File: config.mk
export PLATFORM = sky130hd
export DESIGN_NAME = window_watchdog_low_power
export DESIGN_NICKNAME = d
export VERILOG_FILES = /design/src/hdl/wdg_lp_pkg.sv /design/src/hdl/window_watchdog_low_power.sv
export SDC_FILE = /design/constraint.sdc
export NUM_CORES = 1
export LEC_CHECK = 0
export BUFFER_PORTS_ARGS = -buffer_cell sky130_fd_sc_hd__buf_4
export CORE_ASPECT_RATIO = 0.5
export CORE_MARGIN = 2
export CORE_UTILIZATION = 35
export CTS_CLUSTER_DIAMETER = 40
export DETAILED_ROUTE_END_ITERATION = 8
export SYNTH_ARGS = -nofsm -noshare
export SYNTH_HDL_FRONTEND = slang
export SYNTH_SLANG_ARGS = --single-unit
File: constraint.sdc
create_clock -name sys_clk_i -period 3.8 [get_ports sys_clk_i]
set_input_delay 0.76 -clock sys_clk_i [delete_from_list [all_inputs] [get_ports sys_clk_i]]
set_output_delay 0.76 -clock sys_clk_i [all_outputs]
set_load 0.01 [all_outputs]
File: src/hdl/wdg_lp_pkg.sv
// constants, addresses and state codes of the low-power window watchdog
package wdg_lp_pkg;
    localparam int unsigned ADDR_W         = 8;
    localparam int unsigned DATA_W         = 8;
    localparam int unsigned CNT_W          = 7;
    localparam logic [7:0]  CTRL_ADDR      = 8'h2F;
    localparam logic [7:0]  WIN_ADDR       = 8'h30;
    localparam logic [6:0]  CNT_RST        = 7'h7F;
    localparam logic [6:0]  WIN_RST        = 7'h7F;
    localparam logic [6:0]  CNT_ONE        = 7'h01;
    localparam logic [7:0]  RDATA_ZERO     = 8'h00;
    localparam int unsigned ACT_BIT        = 7;
    localparam int unsigned TOP_BIT        = 6;
    // oscillator cycles per counter step and wake-up delays in cpu clocks
    localparam int unsigned PRESCALE_DEF   = 16384;
    localparam int unsigned WAKE_SHORT_DEF = 256;
    localparam int unsigned WAKE_LONG_DEF  = 4096;
    // chip reset pulse, typical width
    localparam int unsigned CLK_PERIOD_NS  = 100;
    localparam int unsigned RST_PULSE_NS   = 30000;
    localparam int unsigned RST_PULSE_CYC  = (RST_PULSE_NS + CLK_PERIOD_NS - 1) / CLK_PERIOD_NS;

    typedef enum logic [2:0] {
        ST_RUN         = 3'b000,
        ST_HALT_LAST   = 3'b001,
        ST_HALT_FROZEN = 3'b010,
        ST_ACTIVE_HALT = 3'b011,
        ST_WAKE_DELAY  = 3'b100
    } wdg_state_t;
endpackage

File: src/hdl/window_watchdog_low_power.sv
// window watchdog with 7-bit downcounter and power-mode handling
//
// Overview of operation
// RULE_01: slow mode does not change the counter step rate.
// RULE_02: wait mode does not affect the watchdog; counter keeps decrementing.
// RULE_03: halt with timebase enable 0, halt-reset option 0 enters halt, no reset.
// RULE_04: entering plain halt, counter decrements once more, then freezes.
// RULE_05: frozen in plain halt, no watchdog reset until interrupt or reset.
// RULE_06: interrupt wake from plain halt resumes counting after 256 or 4096 clocks.
// RULE_07: reset ending plain halt returns watchdog disabled, unless hardware option.
// RULE_08: timebase enable 0, halt-reset option 1: halt gives chip reset instead.
// RULE_09: timebase enable 1: halt enters active halt, no reset, counter stopped.
// RULE_10: timebase or external interrupt leaving active halt resumes counting at once.
// RULE_11: reset ending active halt resumes counting after 256 or 4096 clocks.
// RULE_12: hardware option makes watchdog always active, activation bit ignored.
// RULE_13: software reloads counter just before halt to avoid reset after wake.
// RULE_14: counter steps every 16384 clocks, also while watchdog disabled.
// RULE_15: active watchdog resets chip when counter top bit clears (40h to 3Fh).
// RULE_16: active watchdog resets chip on reload while counter above window.
// RULE_17: software sets activation bit; it stays set until next chip reset.
// RULE_18: no interrupt request of any kind; only action is chip reset.
`timescale 1ns/10ps
module window_watchdog_low_power #(
    parameter int unsigned PRESCALE   = wdg_lp_pkg::PRESCALE_DEF,
    parameter int unsigned WAKE_SHORT = wdg_lp_pkg::WAKE_SHORT_DEF,
    parameter int unsigned WAKE_LONG  = wdg_lp_pkg::WAKE_LONG_DEF,
    parameter int unsigned PULSE_CYC  = wdg_lp_pkg::RST_PULSE_CYC
) (
    input  wire logic                            sys_clk_i,
    input  wire logic                            rst_i,
    input  wire logic [wdg_lp_pkg::ADDR_W-1:0]   addr_i,
    input  wire logic [wdg_lp_pkg::DATA_W-1:0]   wdata_i,
    input  wire logic                            wr_i,
    input  wire logic                            rd_i,
    output logic      [wdg_lp_pkg::DATA_W-1:0]   rdata_o,
    input  wire logic                            halt_req_i,
    input  wire logic                            timebase_interrupt_enable_i,
    input  wire logic                            halt_reset_option_i,
    input  wire logic                            hw_watchdog_option_i,
    input  wire logic                            wake_delay_long_i,
    input  wire logic                            timebase_irq_i,
    input  wire logic                            ext_irq_i,
    input  wire logic                            ext_reset_i,
    output logic                                 chip_reset_o,
    output logic                                 halt_mode_o,
    output logic                                 active_halt_o
);
    import wdg_lp_pkg::*;

    localparam int unsigned PRESC_W = $clog2(PRESCALE);
    localparam int unsigned DLY_W   = $clog2(WAKE_LONG + 1);
    localparam int unsigned PULSE_W = $clog2(PULSE_CYC + 1);
    localparam logic [PRESC_W-1:0] PRESC_MAX  = PRESC_W'(PRESCALE - 1);
    localparam logic [PRESC_W-1:0] PRESC_ZERO = '0;
    localparam logic [DLY_W-1:0]   DLY_SHORT  = DLY_W'(WAKE_SHORT - 1);
    localparam logic [DLY_W-1:0]   DLY_LONG   = DLY_W'(WAKE_LONG - 1);
    localparam logic [DLY_W-1:0]   DLY_ZERO   = '0;
    localparam logic [PULSE_W-1:0] PULSE_LOAD = PULSE_W'(PULSE_CYC - 1);
    localparam logic [PULSE_W-1:0] PULSE_ZERO = '0;

    // pin synchronisers: only the second stage is read
    logic ext_irq_meta_ff;
    logic ext_irq_sync_ff;
    logic ext_rst_meta_ff;
    logic ext_rst_sync_ff;

    always_ff @(posedge sys_clk_i) begin
        if (rst_i) begin
            ext_irq_meta_ff <= 1'b0;
            ext_irq_sync_ff <= 1'b0;
            ext_rst_meta_ff <= 1'b0;
            ext_rst_sync_ff <= 1'b0;
        end else begin
            ext_irq_meta_ff <= ext_irq_i;
            ext_irq_sync_ff <= ext_irq_meta_ff;
            ext_rst_meta_ff <= ext_reset_i;
            ext_rst_sync_ff <= ext_rst_meta_ff;
        end
    end

    wdg_state_t           state_ff;
    wdg_state_t           nxt_state;
    logic [CNT_W-1:0]     cnt_ff;
    logic [CNT_W-1:0]     nxt_cnt;
    logic [CNT_W-1:0]     win_ff;
    logic [CNT_W-1:0]     nxt_win;
    logic                 act_ff;
    logic                 nxt_act;
    logic [PRESC_W-1:0]   presc_ff;
    logic [PRESC_W-1:0]   nxt_presc;
    logic [DLY_W-1:0]     delay_ff;
    logic [DLY_W-1:0]     nxt_delay;
    logic                 fire_ff;
    logic                 pulse_ff;
    logic                 nxt_pulse;
    logic [PULSE_W-1:0]   pcnt_ff;
    logic [PULSE_W-1:0]   nxt_pcnt;
    logic [DATA_W-1:0]    nxt_rdata;
    logic                 nxt_halt;
    logic                 nxt_ahalt;
    logic                 fire;
    logic                 soft_rst;
    logic                 wd_active;
    logic                 counting;
    logic                 tick;
    logic                 wr_ctrl;
    logic                 wr_win;
    logic                 halt_go;
    logic [DLY_W-1:0]     delay_load;

    assign wd_active  = act_ff | hw_watchdog_option_i; // RULE_12
    // slow and wait modes reach this block only as a slower cpu; the step stays on sys_clk_i
    assign counting   = (state_ff == ST_RUN) || (state_ff == ST_HALT_LAST); // RULE_01 RULE_02
    assign tick       = counting && (presc_ff == PRESC_MAX); // RULE_14
    assign wr_ctrl    = wr_i && !pulse_ff && (addr_i == CTRL_ADDR);
    assign wr_win     = wr_i && !pulse_ff && (addr_i == WIN_ADDR);
    assign halt_go    = halt_req_i && (state_ff == ST_RUN) && !pulse_ff;
    assign delay_load = wake_delay_long_i ? DLY_LONG : DLY_SHORT;
    // the chip reset is also this block's own reset: the cycle after it fires
    assign soft_rst   = ext_rst_sync_ff || fire_ff;

    // one reset request per pulse; a second cause during the pulse is absorbed
    always_comb begin
        fire = 1'b0;
        if (!pulse_ff && !fire_ff && !ext_rst_sync_ff) begin
            if (wd_active && counting && !cnt_ff[TOP_BIT]) begin
                fire = 1'b1; // RULE_15
            end
            if (wr_ctrl && wd_active && (cnt_ff > win_ff)) begin
                fire = 1'b1; // RULE_16
            end
            if (halt_go && !timebase_interrupt_enable_i && halt_reset_option_i) begin
                fire = 1'b1; // RULE_08
            end
        end
    end

    always_comb begin
        nxt_state = state_ff;
        nxt_cnt   = cnt_ff;
        nxt_win   = win_ff;
        nxt_act   = act_ff;
        nxt_presc = presc_ff;
        nxt_delay = delay_ff;
        nxt_pulse = pulse_ff;
        nxt_pcnt  = pcnt_ff;
        nxt_rdata = RDATA_ZERO;

        // prescaler only runs while the counter may step; frozen states keep its phase
        if (counting) begin
            nxt_presc = tick ? PRESC_ZERO : presc_ff + PRESC_W'(1);
        end
        if (tick) begin
            nxt_cnt = cnt_ff - CNT_ONE; // RULE_14
        end

        unique case (state_ff)
            ST_RUN: begin
                if (halt_go && timebase_interrupt_enable_i) begin
                    nxt_state = ST_ACTIVE_HALT; // RULE_09
                end else if (halt_go && !halt_reset_option_i) begin
                    nxt_state = ST_HALT_LAST; // RULE_03
                end
            end
            ST_HALT_LAST: begin
                if (ext_irq_sync_ff) begin
                    nxt_state = ST_WAKE_DELAY;
                    nxt_delay = delay_load;
                end else if (tick) begin
                    nxt_state = ST_HALT_FROZEN; // RULE_04
                end
            end
            ST_HALT_FROZEN: begin // RULE_05
                if (ext_irq_sync_ff) begin
                    nxt_state = ST_WAKE_DELAY; // RULE_06
                    nxt_delay = delay_load;
                end
            end
            ST_ACTIVE_HALT: begin
                if (timebase_irq_i || ext_irq_sync_ff) begin
                    nxt_state = ST_RUN; // RULE_10
                end
            end
            ST_WAKE_DELAY: begin
                if (delay_ff == DLY_ZERO) begin
                    nxt_state = ST_RUN;
                end else begin
                    nxt_delay = delay_ff - DLY_W'(1);
                end
            end
            default: begin
                nxt_state = ST_RUN;
            end
        endcase

        if (wr_ctrl) begin
            nxt_cnt = wdata_i[CNT_W-1:0];
            nxt_act = act_ff | wdata_i[ACT_BIT]; // RULE_17
        end
        if (wr_win) begin
            nxt_win = wdata_i[CNT_W-1:0];
        end
        if (rd_i) begin
            if (addr_i == CTRL_ADDR) begin
                nxt_rdata = {wd_active, cnt_ff};
            end else if (addr_i == WIN_ADDR) begin
                nxt_rdata = {1'b0, win_ff};
            end
        end

        if (fire) begin
            nxt_pulse = 1'b1;
            nxt_pcnt  = PULSE_LOAD;
        end else if (pulse_ff) begin
            if (pcnt_ff == PULSE_ZERO) begin
                nxt_pulse = 1'b0;
            end else begin
                nxt_pcnt = pcnt_ff - PULSE_W'(1);
            end
        end

        if (soft_rst) begin
            nxt_cnt   = CNT_RST;
            nxt_win   = WIN_RST;
            nxt_act   = 1'b0; // RULE_07
            nxt_presc = PRESC_ZERO;
            if (state_ff == ST_ACTIVE_HALT) begin
                nxt_state = ST_WAKE_DELAY; // RULE_11
                nxt_delay = delay_load;
            end else if (state_ff != ST_WAKE_DELAY) begin
                nxt_state = ST_RUN; // RULE_07
            end
        end

        nxt_halt  = (nxt_state == ST_HALT_LAST) || (nxt_state == ST_HALT_FROZEN);
        nxt_ahalt = (nxt_state == ST_ACTIVE_HALT);
    end

    // reset is the block's only action toward the cpu, no interrupt line exists
    always_ff @(posedge sys_clk_i) begin // RULE_18
        if (rst_i) begin
            state_ff      <= ST_RUN;
            cnt_ff        <= CNT_RST;
            win_ff        <= WIN_RST;
            act_ff        <= 1'b0;
            presc_ff      <= PRESC_ZERO;
            delay_ff      <= DLY_ZERO;
            fire_ff       <= 1'b0;
            pulse_ff      <= 1'b0;
            pcnt_ff       <= PULSE_ZERO;
            rdata_o       <= RDATA_ZERO;
            chip_reset_o  <= 1'b0;
            halt_mode_o   <= 1'b0;
            active_halt_o <= 1'b0;
        end else begin
            state_ff      <= nxt_state;
            cnt_ff        <= nxt_cnt;
            win_ff        <= nxt_win;
            act_ff        <= nxt_act;
            presc_ff      <= nxt_presc;
            delay_ff      <= nxt_delay;
            fire_ff       <= fire;
            pulse_ff      <= nxt_pulse;
            pcnt_ff       <= nxt_pcnt;
            rdata_o       <= nxt_rdata;
            chip_reset_o  <= nxt_pulse;
            halt_mode_o   <= nxt_halt;
            active_halt_o <= nxt_ahalt;
        end
    end
endmodule

==> impl_metrics.py <==
metrics = {
    "route": {
        "postRouteAntennaNets": 0,
        "routed_wl_mm": 7.43,
        "drt_iter0_drc": 199,
        "drc": 0,
        "routedWlPerCell_um": 12.6,
        "vias_per_cell": 4.99,
        "vias": 2947,
        "first_pass_iters": 4,
    },
    "synthesis": {
        "synthesis.area_sq_um": 3450,
        "async_reset_ff_frac": 0,
        "synth.ff_latch_count": 70,
        "synth_enable_flop_cells": 0,
        "yosysTopAreaCell": "dfxtp_1",
        "yosysTopAreaCellShare": 0.407,
        "yosys_warnings": 0,
        "yosysUniqueCellTypes": 54,
        "yosysMostFrequentCell": "dfxtp_1",
        "ys_seq_area_frac": 0.407,
        "synth_cells": 410,
        "synth_commonest_cells": "dfxtp_1 (70), nor2_1 (51), nand2_1 (38)",
        "avgSynthCellArea_sq_um": 8.41,
        "syn-num-nets": 449,
        "ys_top_cells_by_area": "dfxtp_1 (41%), nor2_1 (5.6%), nand2_1 (4.1%), ha_1 (4.0%), a21oi_1 (3.6%)",
        "synth_ff_type": "dfxtp_1",
    },
    "timing": {
        "min_period_ns": 2.48,
        "max_slew_margin": 0.576,
        "report.final.slew_viol_count": 0,
        "tns_ns": 0,
        "finalHoldViolCount": 0,
        "final.setup.worst_slack_ns": 1.32,
        "finClkSkew_ns": 0.00543,
        "setup_viol": 0,
        "timing.hold.ws_ns": 0.454,
        "rsz0062_at_grt": "false",
        "fmax_mhz": 403,
        "worstMarginPinSlew_ns": 0.633,
        "fin_crit_sh": 0.653,
    },
    "critical_path": {
        "crit_required_ns": 4.01,
        "arrival_ns": 2.69,
        "worst-path-max-fanout": 12,
        "endpoint_kind": "flip-flop",
        "critPathKind": "in2reg",
        "worstSetupStartpointType": "primary input",
    },
    "clock_network": {
        "clock_path_buffers": 2,
        "htreeDepth": 3,
        "clock-root-buffer": "clkbuf_16",
        "clk_latency_ns": 0.33,
        "cts_tree": "built",
        "cts_sinks": 70,
        "clkTransAtPathRegs_ns": 0.06,
        "cts_buffers": 9,
        "cts_resized": 0,
        "postCtsHoldBufs": 0,
        "post_cts.repair.setup_buffers": 0,
    },
    "grt": {
        "grt_usage": 0.151,
        "grt_pass1_vias": 2725,
        "grt_first_pass_wirelength_mm": 12.7,
        "grt_max_degree": 29,
        "antenna_found_initial": 0,
        "overflow": 0,
    },
    "place": {
        "gp_congestion": 0.769,
        "hpwl_mm": 5.39,
        "port_buffers": 38,
        "dpl_worst_slack_ns": 1.01,
    },
    "layout": {
        "drive_gt1_frac": 0.158,
        "area_delta_synth_final_pct": 21.4,
        "num_antenna_cells": 0,
        "nets": 490,
    },
    "die": {
        "initial_core_util": 0.363,
        "die_x_um": 144,
        "fp.dieH_um": 74.2,
        "core_area_sq_um": 9510,
        "die-area_sq_um": 10700,
        "rows": 25,
        "ioPinCount": 39,
    },
    "run_status": {
        "status": "finished, final reports clean",
    },
    "pwr": {
        "net-switching-power_uw": 449,
        "p_sw_frac": 0.242,
        "clockPowerShare": 0.453,
        "ir_worst_vdd_uv": 246,
        "intPower_mw": 1.41,
        "p_comb_frac": 0.125,
        "p_leak_nw": 1.67,
        "sequentialPowerShare": 0.422,
        "p_per_area_nw_per_um2": 444,
    },
    "worst_hold_path": {
        "worstHoldPathType": "reg2reg",
    },
    "flow_run": {
        "max-cap-violations": 0,
    },
}
[critical path, stage by stage]
cell and delay, ns:
buf_4 0.10, or3b_2 0.50, nor4_2 0.22, buf_4 0.24, nor4b_1 0.26, o21ai_0 0.20
a21oi_1 0.31, nor3_1 0.09
[cells in the final DEF (no fill, tap or decap), types with 8 or more instances in the layout]
cell       count
dfxtp_1       70
nor2_1        51
buf_4         42
nand2_1       38
a21oi_1       25
inv_1         23
o21ai_0       18
nor3_1        14
xnor2_1       14
xor2_1        13
nor4_1        12
ha_1          11
o211ai_1      10
nand3_1        9
mux2i_1        9
clkbuf_16      9
a22oi_1        8
[state kept, by name, summed over array words and instances (netlist names), 3 cells and up]
| name | cells |
|---|---|
| delay_ff | 13 |
| cnt_ff | 7 |
| state_ff | 3 |
| rdata_o | 8 |
| pcnt_ff | 9 |
| presc_ff | 14 |
| win_ff | 7 |
[per-layer routing]
metal	GRT usage	share of wire	vias to the layer above
met3	0.0451	0.043	5
met5	0	0	-
met4	0.0485	0.0071	0
met1	0.202	0.51	1365
met2	0.239	0.44	44
li1	-	-	1533
[power by group through the flow]
stage,logic [mW],clock network (mW),registers [mW]
global placement,0.231,0,0.798
global route,0.262,0.897,0.787
finish,0.232,0.841,0.783
CTS,0.234,0.866,0.783
detailed placement,0.232,0,0.798
floorplan,0.174,0,0.792
[per-stage QoR]
stage	utilization	instances	power (mW)	area (sq um)
detailed placement	0.408	575	1.03	3880
global placement	0.408	575	1.03	3880
finish	0.440	591	1.86	4190
global route	0.440	591	1.95	4190
floorplan	-	410	0.966	3450
CTS	0.440	591	1.88	4190
[final timing paths]
path | start | end | slack (ns) | cells past startpoint
worst max-delay path | addr_i[7] | pcnt_ff[2] | 1.32 | 8
worst max register to register | delay_ff[0] | halt_mode_o | 1.47 | 7
worst min-delay path | ext_rst_meta_ff | ext_rst_sync_ff | 0.45 | 1
worst min register to register | ext_rst_meta_ff | ext_rst_sync_ff | 0.45 | 1
[final cells by class]
class / count / area (sq um)
clock inverter: 3 / 42.5
inverter: 24 / 90.1
fill: 950 / 5320
clock buffer: 13 / 260
multi-input combinational: 304 / 1910
timing repair buffer: 42 / 315
tap: 135 / 169
sequential: 70 / 1400
[cell families after synthesis]
kind of cell | after synthesis | share of synthesized area
XOR/XNOR | 27 | 0.0686
flip-flops | 70 | 0.407
adder cells (fa/ha/maj) | 11 | 0.0399
buffers and inverters | 36 | 0.0403
multiplexers | 11 | 0.0327
AO/OA/AOI/OAI | 80 | 0.145
AND/OR/NAND/NOR | 175 | 0.267
Power figures use the tool's default switching activity.
